### src/core/dre_regs.svh
// dre_regs.svh: register offsets, field positions, reset values and counts
`ifndef DRE_REGS_SVH
`define DRE_REGS_SVH
`define DRE_A_DIVMSB 13'h0017
`define DRE_A_DIV 13'h0018
`define DRE_A_DIVSRC 13'h0019
`define DRE_A_RXBG 13'h001a
`define DRE_A_XTUNE 13'h001b
`define DRE_A_XSPARE 13'h001c
`define DRE_A_REFOPT 13'h001d
`define DRE_F_PMSB 0
`define DRE_F_PDIV_HI 7
`define DRE_F_PDIV_LO 3
`define DRE_F_PRE_HI 2
`define DRE_F_PRE_LO 0
`define DRE_F_DEN 7
`define DRE_F_RXRST 7
`define DRE_F_BG_HI 6
`define DRE_F_BG_LO 2
`define DRE_F_BGM 0
`define DRE_F_TAUTO 7
`define DRE_F_TCODE_HI 5
`define DRE_F_TCODE_LO 0
`define DRE_F_MULT 2
`define DRE_F_XF 0
`define DRE_RST_POST 6'h20
`define DRE_RST_PRE 3'h0
`define DRE_RST_DEN 1'b0
`define DRE_RST_BG 5'h00
`define DRE_RST_BGM 1'b0
`define DRE_RST_TAUTO 1'b1
`define DRE_RST_TCODE 6'h00
`define DRE_RST_MULT 1'b0
`define DRE_RST_XF 1'b0
`define DRE_PRE_OFFSET 4'h4
`define DRE_INSTR_LAST 4'hf
`define DRE_BYTE_LAST 4'h7
`endif

### src/core/dre_pkg.sv
// dre_pkg: types shared by the register bank modules
package dre_pkg;
  typedef enum logic [2:0] {
    DRE_IDLE = 3'b001,
    DRE_INSTR = 3'b010,
    DRE_DATA = 3'b100
  } dre_spi_state_t;
endpackage

### src/core/dre_cfg_if.sv
// dre_cfg_if: register fields passed from the bank to the select logic
`timescale 1ns/1ps
`default_nettype none
interface dre_cfg_if;
  logic div_en;
  logic [5:0] post_div;
  logic [2:0] pre_code;
  logic bg_manual;
  logic [4:0] bg_adj;
  logic tune_auto;
  logic [5:0] tune_code;
  logic mult_sel;
  logic crystal_input_force;
  modport regs (output div_en, post_div, pre_code, bg_manual, bg_adj, tune_auto, tune_code,
    mult_sel, crystal_input_force);
  modport sel (input div_en, post_div, pre_code, bg_manual, bg_adj, tune_auto, tune_code,
    mult_sel, crystal_input_force);
endinterface
`default_nettype wire

### src/core/dre_sync.sv
// dre_sync: two-flop synchroniser for pins from outside the clock domain
`timescale 1ns/1ps
`default_nettype none
module dre_sync #(
  parameter int W = 1
) (
  input wire logic clk,
  input wire logic rstn,
  input wire logic [W-1:0] d,
  output logic [W-1:0] q
);
  logic [W-1:0] meta_q;
  logic [W-1:0] meta_d;
  logic [W-1:0] q_d;

  always_comb
  begin
    meta_d = d;
    q_d = meta_q;
  end

  always_ff @(posedge clk)
  begin
    if (!rstn)
    begin
      meta_q <= '0;
      q <= '0;
    end
    else
    begin
      meta_q <= meta_d;
      q <= q_d;
    end
  end
endmodule
`default_nettype wire

### src/core/dre_sel.sv
// dre_sel: applies register fields or automatic choices to the analog controls
`timescale 1ns/1ps
`default_nettype none
`include "dre_regs.svh"
module dre_sel (
  input wire logic clk,
  input wire logic rstn,
  dre_cfg_if.sel cfg,
  input wire logic ext_ref_present,
  output logic post_divider_valid,
  output logic [5:0] post_divider,
  output logic [3:0] prescale_ratio,
  output logic bandgap_manual,
  output logic [4:0] bandgap_value,
  output logic tune_auto,
  output logic [5:0] tune_cap_qpf,
  output logic mult_insert,
  output logic ref_use_crystal
);
  import dre_pkg::*;

  logic pdv_d;
  logic [5:0] post_d;
  logic [3:0] ratio_d;
  logic bgm_d;
  logic [4:0] bg_d;
  logic ta_d;
  logic [5:0] cap_d;
  logic mult_d;
  logic crystal_input_d;

  always_comb
  begin
    pdv_d = cfg.div_en;
    // zero marks "dividers come from the strap pins"
    post_d = cfg.div_en ? cfg.post_div : 6'h00;
    ratio_d = cfg.div_en ? {1'b0, cfg.pre_code} + `DRE_PRE_OFFSET : 4'h0;
    bgm_d = cfg.bg_manual;
    bg_d = cfg.bg_manual ? cfg.bg_adj : 5'h00;
    ta_d = cfg.tune_auto;
    cap_d = cfg.tune_auto ? 6'h00 : ~cfg.tune_code;
    mult_d = cfg.mult_sel;
    crystal_input_d = cfg.crystal_input_force | ~ext_ref_present;
  end

  always_ff @(posedge clk)
  begin
    if (!rstn)
    begin
      post_divider_valid <= 1'b0;
      post_divider <= 6'h00;
      prescale_ratio <= 4'h0;
      bandgap_manual <= 1'b0;
      bandgap_value <= 5'h00;
      tune_auto <= 1'b1;
      tune_cap_qpf <= 6'h00;
      mult_insert <= 1'b0;
      ref_use_crystal <= 1'b0;
    end
    else
    begin
      post_divider_valid <= pdv_d;
      post_divider <= post_d;
      prescale_ratio <= ratio_d;
      bandgap_manual <= bgm_d;
      bandgap_value <= bg_d;
      tune_auto <= ta_d;
      tune_cap_qpf <= cap_d;
      mult_insert <= mult_d;
      ref_use_crystal <= crystal_input_d;
    end
  end
endmodule
`default_nettype wire

### src/core/dre_top.sv
// dre_top: three-wire serial control port and divider/receiver/crystal registers
`timescale 1ns/1ps
`default_nettype none
`include "dre_regs.svh"
module dre_top (
  input wire logic clk,
  input wire logic rstn,
  input wire logic sclk,
  input wire logic csb_n,
  input wire logic sdio_i,
  output logic sdio_o,
  output logic sdio_oe,
  input wire logic [5:0] strap_y,
  input wire logic ext_ref_present,
  output logic [5:0] div_strap_code,
  output logic post_divider_valid,
  output logic [5:0] post_divider,
  output logic [3:0] prescale_ratio,
  output logic rx_reset,
  output logic bandgap_manual,
  output logic [4:0] bandgap_value,
  output logic tune_auto,
  output logic [5:0] tune_cap_qpf,
  output logic mult_insert,
  output logic ref_use_crystal
);
  import dre_pkg::*;

  dre_cfg_if cfg ();

  logic sclk_s;
  logic csb_s;
  logic sdio_s;
  logic ext_s;
  logic [5:0] strap_s;
  logic sclk_p_q;
  logic rise;
  logic fall;

  dre_sync #(
    .W(10)
  ) u_sync (
    .clk(clk),
    .rstn(rstn),
    .d({sclk, csb_n, sdio_i, ext_ref_present, strap_y}),
    .q({sclk_s, csb_s, sdio_s, ext_s, strap_s})
  );

  // edges found on the second stage only
  assign rise = sclk_s & ~sclk_p_q;
  assign fall = ~sclk_s & sclk_p_q;

  dre_spi_state_t state_q;
  dre_spi_state_t state_d;
  logic [3:0] cnt_q;
  logic [3:0] cnt_d;
  logic [15:0] sh_q;
  logic [15:0] sh_d;
  logic rd_q;
  logic rd_d;
  logic [12:0] addr_q;
  logic [12:0] addr_d;
  logic [7:0] tx_q;
  logic [7:0] tx_d;
  logic [5:0] strap_q;
  logic wr_stb;
  logic instr_done;
  logic [12:0] instr_addr;
  logic [7:0] wr_data;
  // 32 splits into msb 1 and low five bits zero
  localparam logic [5:0] rst_post = `DRE_RST_POST;

  // register fields
  logic pmsb_q;
  logic pmsb_d;
  logic [4:0] pdiv_q;
  logic [4:0] pdiv_d;
  logic [2:0] pre_q;
  logic [2:0] pre_d;
  logic den_q;
  logic den_d;
  logic rxr_q;
  logic rxr_d;
  logic [4:0] bg_q;
  logic [4:0] bg_d;
  logic bgm_q;
  logic bgm_d;
  logic tauto_q;
  logic tauto_d;
  logic [5:0] tcode_q;
  logic [5:0] tcode_d;
  logic mult_q;
  logic mult_d;
  logic xf_q;
  logic xf_d;

  function automatic logic [7:0] rd_byte(input logic [12:0] a);
    logic [7:0] r;
    r = 8'h00;
    case (a)
      `DRE_A_DIVMSB: r[`DRE_F_PMSB] = pmsb_q;
      `DRE_A_DIV: r = {pdiv_q, pre_q};
      `DRE_A_DIVSRC: r[`DRE_F_DEN] = den_q;
      `DRE_A_RXBG:
      begin
        r[`DRE_F_RXRST] = rxr_q;
        r[`DRE_F_BG_HI:`DRE_F_BG_LO] = bg_q;
        r[`DRE_F_BGM] = bgm_q;
      end
      `DRE_A_XTUNE:
      begin
        r[`DRE_F_TAUTO] = tauto_q;
        r[`DRE_F_TCODE_HI:`DRE_F_TCODE_LO] = tcode_q;
      end
      `DRE_A_REFOPT:
      begin
        r[`DRE_F_MULT] = mult_q;
        r[`DRE_F_XF] = xf_q;
      end
      default: r = 8'h00;
    endcase
    return r;
  endfunction

  assign wr_data = {sh_q[6:0], sdio_s};
  assign instr_addr = {sh_q[11:0], sdio_s};
  assign instr_done = (state_q == DRE_INSTR) && rise && (cnt_q == `DRE_INSTR_LAST);

  // serial engine: 16-bit instruction (read flag first, address low 13 bits),
  // then bytes MSB first; address steps up after each byte
  always_comb
  begin
    state_d = state_q;
    cnt_d = cnt_q;
    sh_d = sh_q;
    rd_d = rd_q;
    addr_d = addr_q;
    tx_d = tx_q;
    wr_stb = 1'b0;
    if (csb_s)
    begin
      state_d = DRE_IDLE;
      cnt_d = 4'h0;
    end
    else
    begin
      case (state_q)
        DRE_IDLE:
        begin
          state_d = DRE_INSTR;
          cnt_d = 4'h0;
        end
        DRE_INSTR:
        begin
          if (rise)
          begin
            sh_d = {sh_q[14:0], sdio_s};
            cnt_d = cnt_q + 4'h1;
            if (instr_done)
            begin
              rd_d = sh_q[14];
              addr_d = instr_addr;
              tx_d = rd_byte(instr_addr);
              cnt_d = 4'h0;
              state_d = DRE_DATA;
            end
          end
        end
        DRE_DATA:
        begin
          if (rise)
          begin
            sh_d = {sh_q[14:0], sdio_s};
            cnt_d = cnt_q + 4'h1;
            if (cnt_q == `DRE_BYTE_LAST)
            begin
              cnt_d = 4'h0;
              addr_d = addr_q + 13'h0001;
              wr_stb = ~rd_q;
              tx_d = rd_byte(addr_q + 13'h0001);
            end
          end
          else if (fall && cnt_q != 4'h0)
          begin
            // first bit already stands after the byte boundary
            tx_d = {tx_q[6:0], 1'b0};
          end
        end
        default: state_d = DRE_IDLE;
      endcase
    end
  end

  always_ff @(posedge clk)
  begin
    if (!rstn)
    begin
      state_q <= DRE_IDLE;
      cnt_q <= 4'h0;
      sh_q <= 16'h0000;
      rd_q <= 1'b0;
      addr_q <= 13'h0000;
      tx_q <= 8'h00;
      sclk_p_q <= 1'b0;
      strap_q <= 6'h00;
    end
    else
    begin
      state_q <= state_d;
      cnt_q <= cnt_d;
      sh_q <= sh_d;
      rd_q <= rd_d;
      addr_q <= addr_d;
      tx_q <= tx_d;
      sclk_p_q <= sclk_s;
      strap_q <= strap_s;
    end
  end

  assign sdio_o = tx_q[7];
  assign sdio_oe = (state_q == DRE_DATA) && rd_q && !csb_s;
  assign div_strap_code = strap_q;

  // register writes; unlisted bits and the spare register are dropped
  always_comb
  begin
    pmsb_d = pmsb_q;
    pdiv_d = pdiv_q;
    pre_d = pre_q;
    den_d = den_q;
    rxr_d = 1'b0;
    bg_d = bg_q;
    bgm_d = bgm_q;
    tauto_d = tauto_q;
    tcode_d = tcode_q;
    mult_d = mult_q;
    xf_d = xf_q;
    if (wr_stb)
    begin
      case (addr_q)
        `DRE_A_DIVMSB: pmsb_d = wr_data[`DRE_F_PMSB];
        `DRE_A_DIV:
        begin
          pdiv_d = wr_data[`DRE_F_PDIV_HI:`DRE_F_PDIV_LO];
          pre_d = wr_data[`DRE_F_PRE_HI:`DRE_F_PRE_LO];
        end
        `DRE_A_DIVSRC: den_d = wr_data[`DRE_F_DEN];
        `DRE_A_RXBG:
        begin
          rxr_d = wr_data[`DRE_F_RXRST];
          bg_d = wr_data[`DRE_F_BG_HI:`DRE_F_BG_LO];
          bgm_d = wr_data[`DRE_F_BGM];
        end
        `DRE_A_XTUNE:
        begin
          tauto_d = wr_data[`DRE_F_TAUTO];
          tcode_d = wr_data[`DRE_F_TCODE_HI:`DRE_F_TCODE_LO];
        end
        `DRE_A_REFOPT:
        begin
          mult_d = wr_data[`DRE_F_MULT];
          xf_d = wr_data[`DRE_F_XF];
        end
        default: pmsb_d = pmsb_q;
      endcase
    end
  end

  always_ff @(posedge clk)
  begin
    if (!rstn)
    begin
      pmsb_q <= rst_post[5];
      pdiv_q <= rst_post[4:0];
      pre_q <= `DRE_RST_PRE;
      den_q <= `DRE_RST_DEN;
      rxr_q <= 1'b0;
      bg_q <= `DRE_RST_BG;
      bgm_q <= `DRE_RST_BGM;
      tauto_q <= `DRE_RST_TAUTO;
      tcode_q <= `DRE_RST_TCODE;
      mult_q <= `DRE_RST_MULT;
      xf_q <= `DRE_RST_XF;
    end
    else
    begin
      pmsb_q <= pmsb_d;
      pdiv_q <= pdiv_d;
      pre_q <= pre_d;
      den_q <= den_d;
      rxr_q <= rxr_d;
      bg_q <= bg_d;
      bgm_q <= bgm_d;
      tauto_q <= tauto_d;
      tcode_q <= tcode_d;
      mult_q <= mult_d;
      xf_q <= xf_d;
    end
  end

  assign rx_reset = rxr_q;
  // a zero post divider from the host is not trapped here
  assign cfg.post_div = {pmsb_q, pdiv_q};
  assign cfg.div_en = den_q;
  assign cfg.pre_code = pre_q;
  assign cfg.bg_manual = bgm_q;
  assign cfg.bg_adj = bg_q;
  assign cfg.tune_auto = tauto_q;
  assign cfg.tune_code = tcode_q;
  assign cfg.mult_sel = mult_q;
  assign cfg.crystal_input_force = xf_q;

  dre_sel u_sel (
    .clk(clk),
    .rstn(rstn),
    .cfg(cfg),
    .ext_ref_present(ext_s),
    .post_divider_valid(post_divider_valid),
    .post_divider(post_divider),
    .prescale_ratio(prescale_ratio),
    .bandgap_manual(bandgap_manual),
    .bandgap_value(bandgap_value),
    .tune_auto(tune_auto),
    .tune_cap_qpf(tune_cap_qpf),
    .mult_insert(mult_insert),
    .ref_use_crystal(ref_use_crystal)
  );
endmodule
`default_nettype wire

### config.mk
export PLATFORM = sky130hd
export DESIGN_NAME = dre_top
export DESIGN_NICKNAME = d
export VERILOG_FILES = /design/src/core/dre_pkg.sv /design/src/core/dre_cfg_if.sv /design/src/core/dre_sync.sv /design/src/core/dre_sel.sv /design/src/core/dre_top.sv
export VERILOG_INCLUDE_DIRS = /design/src /design/src/core
export SDC_FILE = /design/constraint.sdc
export NUM_CORES = 1
export LEC_CHECK = 0
export ABC_CLOCK_PERIOD_IN_PS = 2100
export BUFFER_PORTS_ARGS = -buffer_cell sky130_fd_sc_hd__buf_2
export CAP_MARGIN = 20
export CORE_MARGIN = 2
export CORE_UTILIZATION = 35
export DETAILED_ROUTE_END_ITERATION = 10
export RECOVER_POWER = 50
export SLEW_MARGIN = 10
export SYNTH_ARGS = -nofsm -noshare
export SYNTH_HDL_FRONTEND = slang
export SYNTH_SLANG_ARGS = --single-unit
### constraint.sdc
create_clock -name clk -period 2.1 [get_ports clk]
set_input_delay 0.315 -clock clk [delete_from_list [all_inputs] [get_ports clk]]
set_output_delay 0.315 -clock clk [all_outputs]
set_load 0.005 [all_outputs]
== After elaboration in Yosys (flattened, before gate mapping) ==
Cells that the tools add are included.
Word-level totals
  flip-flop bits (word level): 123
  word-level logic and storage cells: 135
Cells by class
  add/sub/neg operators: 3
  equality and inequality tests: 29
  muxes and demuxes: 35
  bitwise operators: 11
  reductions and logical operators: 27
Operators with widths (count)
  13-bit by 5-bit == test with 1-bit output (second input constant): 18
  13-bit 2-to-1 mux: 4
  8-bit 2-to-1 mux: 5
  3-bit one-hot mux with 3 select lines: 3
  13-bit one-hot mux with 2 select lines: 1
  4-bit 2-to-1 mux: 4
  1-bit one-hot mux with 4 select lines: 4
  8-bit one-hot mux with 2 select lines: 1
  2-bit AND reduction: 8
  13-bit by 1-bit adder with 13-bit output (second input constant): 1
  4-bit one-hot mux with 3 select lines: 1
  3-bit AND reduction: 4
  6-bit AND reduction: 2
  1-bit one-hot mux with 5 select lines: 2
  2-bit != test (second input constant): 4
  1-bit one-hot mux with 2 select lines: 4
  1-bit NOT: 7
  3-bit 2-to-1 mux: 2
  3-bit != test (second input constant): 2
  6-bit NOT: 1
  2-bit OR reduction: 3
  1-bit logical AND: 5
  3-bit by 3-bit adder with 4-bit output (second input constant): 1
  4-bit by 1-bit adder with 4-bit output (second input constant): 1
  other kinds (13): 17

== Logic depth before layout (Yosys ltp) ==
  depth after elaboration: 7
  mapped depth: 9
  mapped depth without buffers: 8

== Cells and area by module ==
Synthesis repeated with hierarchy kept, for this count alone.
Unflattened totals
  cell total of the unflattened synthesis: 638
  area total of the unflattened synthesis: 5536.6 sq um
Modules (own cells, without submodules)
  dre_top: times used 1, cells each 541, area an instance 4287.9 sq um
  dre_sel: times used 1, cells each 55, area an instance 686.9 sq um
  dre_sync: times used 1, cells each 42, area an instance 561.8 sq um

== Worst setup path after synthesis ==
No wires, ideal clock.
  kind: register to register
  start point: reg addr_q[1]
  end point: reg tx_q[3]
  library setup time: 0.079 ns
  arrival time: 1.871 ns
  required time: 2.021 ns
  setup slack: 0.150 ns
  cell stages (with the launch flop): 9
  clock period less this slack: 1.950 ns
  path through: dfxtp_1 > ha_1 > buf_2 > nand3_1 > xor2_1 > nor4b_1 > nor2b_4 > nand4_2 > o211ai_1
Between the ends
  word-level cells in the longest chain between the ends: 6
  elaborated cells between the ends (all ways): 8
  classes of those cells: add/sub (1); eq/ne (3); mux (4)
Ends and longest elaborated chain
  from (decl): RTL line dre_top.sv:61  | logic [12:0] addr_q;
  from (signal assigned): RTL line dre_top.sv:213  | addr_q <= addr_d;
  13-bit by 1-bit adder with 13-bit output (*): RTL line dre_top.sv:180  | tx_d = rd_byte(addr_q + 13'h0001);
  13-bit by 5-bit == test with 1-bit output: RTL line dre_top.sv:100  | case (a)
  3-bit one-hot mux with 3 select lines (*): RTL line dre_top.sv:100
  8-bit 2-to-1 mux (*): RTL line dre_top.sv:175  | if (cnt_q == `DRE_BYTE_LAST)
  8-bit 2-to-1 mux (*): RTL line dre_top.sv:171  | if (rise)
  8-bit one-hot mux with 2 select lines (*): RTL line dre_top.sv:147  | case (state_q)
  to (signal assigned): RTL line dre_top.sv:214  | tx_q <= tx_d;
  to (decl): RTL line dre_top.sv:63  | logic [7:0] tx_q;
Mark *: on every way between the ends. The rest lies on a longest branch, timed or not. The select of a mux whose other input is x is not followed.
A chain may end at the register's enable or synchronous reset.

== Worst setup path in the final report ==
  start point: reg state_q[0]
  end point: out sdio_oe
Between the ends
  word-level cells in the longest chain between the ends: 3
Ends and longest elaborated chain
  from (decl): RTL line dre_top.sv:53  | dre_spi_state_t state_q;
  from (signal assigned): RTL line dre_top.sv:209  | state_q <= state_d;
  3-bit == test: RTL line dre_top.sv:221  | assign sdio_oe = (state_q == DRE_DATA) && rd_q && !csb_s;
  1-bit logical AND (2 in a row): RTL line dre_top.sv:221
  to (decl): RTL line dre_top.sv:12  | output logic sdio_oe,
Every way passes these cells.

==> metrics <==
Antenna Cells=0; Clock Latency Late Sink=0.42 ns; Area Growth Syn to Fin=24.9%; clock skew=0.00883 ns; Worst path slowest cell=or3b_4; initial antenna violation count=0; first-pass GRT wire length=23,300 um; final core occ=44.2%; Buffers on Ports=46; drt first pass iters=5; # rows=46; Mapped Cells=637; CTS tree=done; share of layout cells above drive strength 1=20.3%; max cap viols=0; Post-Synth Simple-Gate Area=approximately 28%; CTS Hold Bufs=0; CP Cell Sequence=or3b_4 > buf_6 > nor3b_4 > buf_2; post-synthesis cell area=between 5000 and 6000 um^2; Synth cell types=66; clock-pin slew on the worst setup and hold paths=0.06 ns; clock power share=a little under three fifths; Synth Area in Compound Gates=15.6%; Worst setup EP type=output pin; VDD IR max=0.624 mV; Int Pwr=roughly 4.6 mW; worst hold path class=in2reg; Peak Freq=493 MHz; top cells by area, synth=dfxtp_1 (44%), nand2_1 (5.1%), mux2i_1 (4.9%); mux cell area share after synthesis=5.26%; main combinational cell family by area after synthesis=simple AND/OR/NAND/NOR gates; Synth Register Bits=123; Slew HR=31.4%; routed wire length per instance=15.4 um; Synth Warn #=0; most numerous cell in the Yosys netlist=dfxtp_1; vias in the first global route=4,557; Num Clock Sinks=123; Power, Total=5.75 mW; WP buf/inv=2; Fin. Hold Viols=0; die extent in x=130 um; switching share of power=about a fifth; critical path class=reg2out; share of the synthesized area in the top cell type=about 44%; initial cell density of the core=a little over a third; largest net degree at the start of global routing=69; part of the cycle the worst path needs=96.6%; top_reg_cell synth=dfxtp_1; CORE AREA=between 15,000 and 20,000 um^2; Largest stage delay, worst path=0.42 ns; Arr. time, crit path=approximately 1.7 ns; top cell type by total area after synthesis=dfxtp_1; root buffer cell=clkbuf_16; vias=4,797; average size of a mapped cell=8.73 um^2; sequential share of power=41.5%; # nets final=just over 700; Sw Pwr=~1.2 mW; Slew Viols, Final=0; Final ANT Viol Nets=0; Placer Congestion=0.917; Finished Layout Cells=930; # IOs=47; min Tclk post-route=2.03 ns; CP Data Required Time=1.78 ns; drt first-iter violations=397; Combinational Power Share=under 10%; CP startpoint kind=register; Power Density=approximately 830 nW/um^2; Total GRT Usage=between 10% and 20%; global route overflow=0; Die Ht=approximately 130 um; Adder-Cell Fraction of Synth Area=1.35%; Max H-tree Level=4; routed wire length=14,300 um; Post-route DRC=0; Async S/R FF share, synth=0%; syn nets=roughly 660; Setup-failing EPs final=0; Hold WS=0.101 ns; maximum clock path buffer count=2; status=complete, no violations; XOR/XNOR Fraction of Synth Area=0.787%; CP Max Fanout=14; commonest cells in the netlist=dfxtp_1 (123), nand2_1 (76), nor2_1 (45), and2_1 (35), nand3_1 (31); setup TNS=0 ns; leakage power figure=about 2.6 nW; EDFF count, synth=0; register area share after synthesis=44.3%; Slew @ Worst Pin=1.03 ns; DP Cell Count=894; CP top delay family=simple AND/OR/NAND/NOR gates; CTS buffer count=17; Vias/cell=5.16; die footprint=16,900 um^2; dpl hpwl=between 9000 and 10,000 um
[path summary, 6_finish.rpt]
path	start	slack [ns]	end	cells after the start
worst min register to register	u_sync.meta_q[7]$_SDFF_PN0_	0.43	u_sync.q[7]$_SDFF_PN0_	1
worst min-delay path	strap_y[4]	0.10	u_sync.meta_q[4]$_SDFF_PN0_	2
worst max-delay path	state_q[0]$_SDFFE_PP1P_	0.07	sdio_oe	4
worst max register to register	addr_q[4]$_SDFFE_PN0P_	0.10	addr_q[12]$_SDFFE_PN0P_	8
[cell families after synthesis]
kind of cell               Yosys count
adders and majority gates            6
xor gates and xnor gates             5
DFF                                123
muxes                               28
and+or+nand+nor                    287
AOI/OAI and AO/OA                  133
buffers and inverters               55
[layout make-up]
type                       count  area, um^2
clock inverter                14         218
fill                        1483        8770
inverter                      11        41.3
clock buffer                  18         439
multi-input combinational    459        2930
tap                          216         270
timing repair buffer          89         576
sequential                   123        2470
[repair_timing]
item	in CTS	in global routing
pin swaps	1	2
setup endpoints to repair	2	35
resized for setup	5	18
cloned	0	0
buffers inserted	1	3
[layout by cell type (no fill, tap or decap), types with 6 or more instances in the layout]
master     netlist  final
inv_1           11     11
a21oi_1         29     29
a21boi_1        18     18
and3_1          15     15
o21ai_0         27     27
and2_0           0     11
nor2_1          45     45
clkbuf_1        27     13
a22oi_1          8      8
nor2b_1         27     27
buf_4            5     38
clkbuf_16        0     17
dfxtp_1        123    118
mux2i_1         27     27
nand3_1         31     30
buf_2            7     33
a31oi_1          8      8
and2_1          35     23
nand2_1         76     74
nor3_1          15     11
o211ai_1         6      6
[registers in the layout, summed over array words and instances (netlist names), 5 cells and up]
register / flops
pdiv_q: 5
u_sync.q: 10
u_sync.meta_q: 10
bg_q: 5
div_strap_code: 6
addr_q: 13
sh_q: 15
cfg.tune_code: 6
u_sel.tune_cap_qpf: 6
tx_q: 8
u_sel.post_divider: 6
u_sel.bandgap_value: 5
[power groups by stage]
stage	logic, mW	registers [mW]	clock network, mW
after detailed placement	0.141	2.44	0
after global routing	0.155	2.39	3.39
after CTS	0.142	2.39	3.28
after global placement	0.137	2.43	0
after floorplan	0.104	2.42	0
final	0.139	2.39	3.22
[through the flow]
step	cell area (um^2)	setup WS, ns
2_1_floorplan	5560	0.150
3_3_place_gp	6200	0.132
3_5_place_dp	6200	0.0189
4_1_cts	6880	0.0232
5_1_grt	6950	-0.0153
6_report	6950	0.0706
[routing by layer]
layer | part of all wire [%] | vias to the layer above | track usage (%)
met4 | 2.4 | 0 | 7.72
met3 | 4.5 | 32 | 3.98
met5 | 0 | - | 0
li1 | - | 2349 | -
met1 | 47 | 2271 | 23.6
met2 | 46 | 145 | 27.7
[worst reg2reg max path, cell delays in order, from the launching register on]
cell	delay [ns]
dfxtp_1	0.44
nand3_4	0.18
buf_4	0.19
or2_1	0.29
nor3_1	0.35
a21oi_1	0.12
o21ai_1	0.12
o21ai_1	0.06
and2_1	0.14
Note: power is estimated with default switching activity, not from simulation.
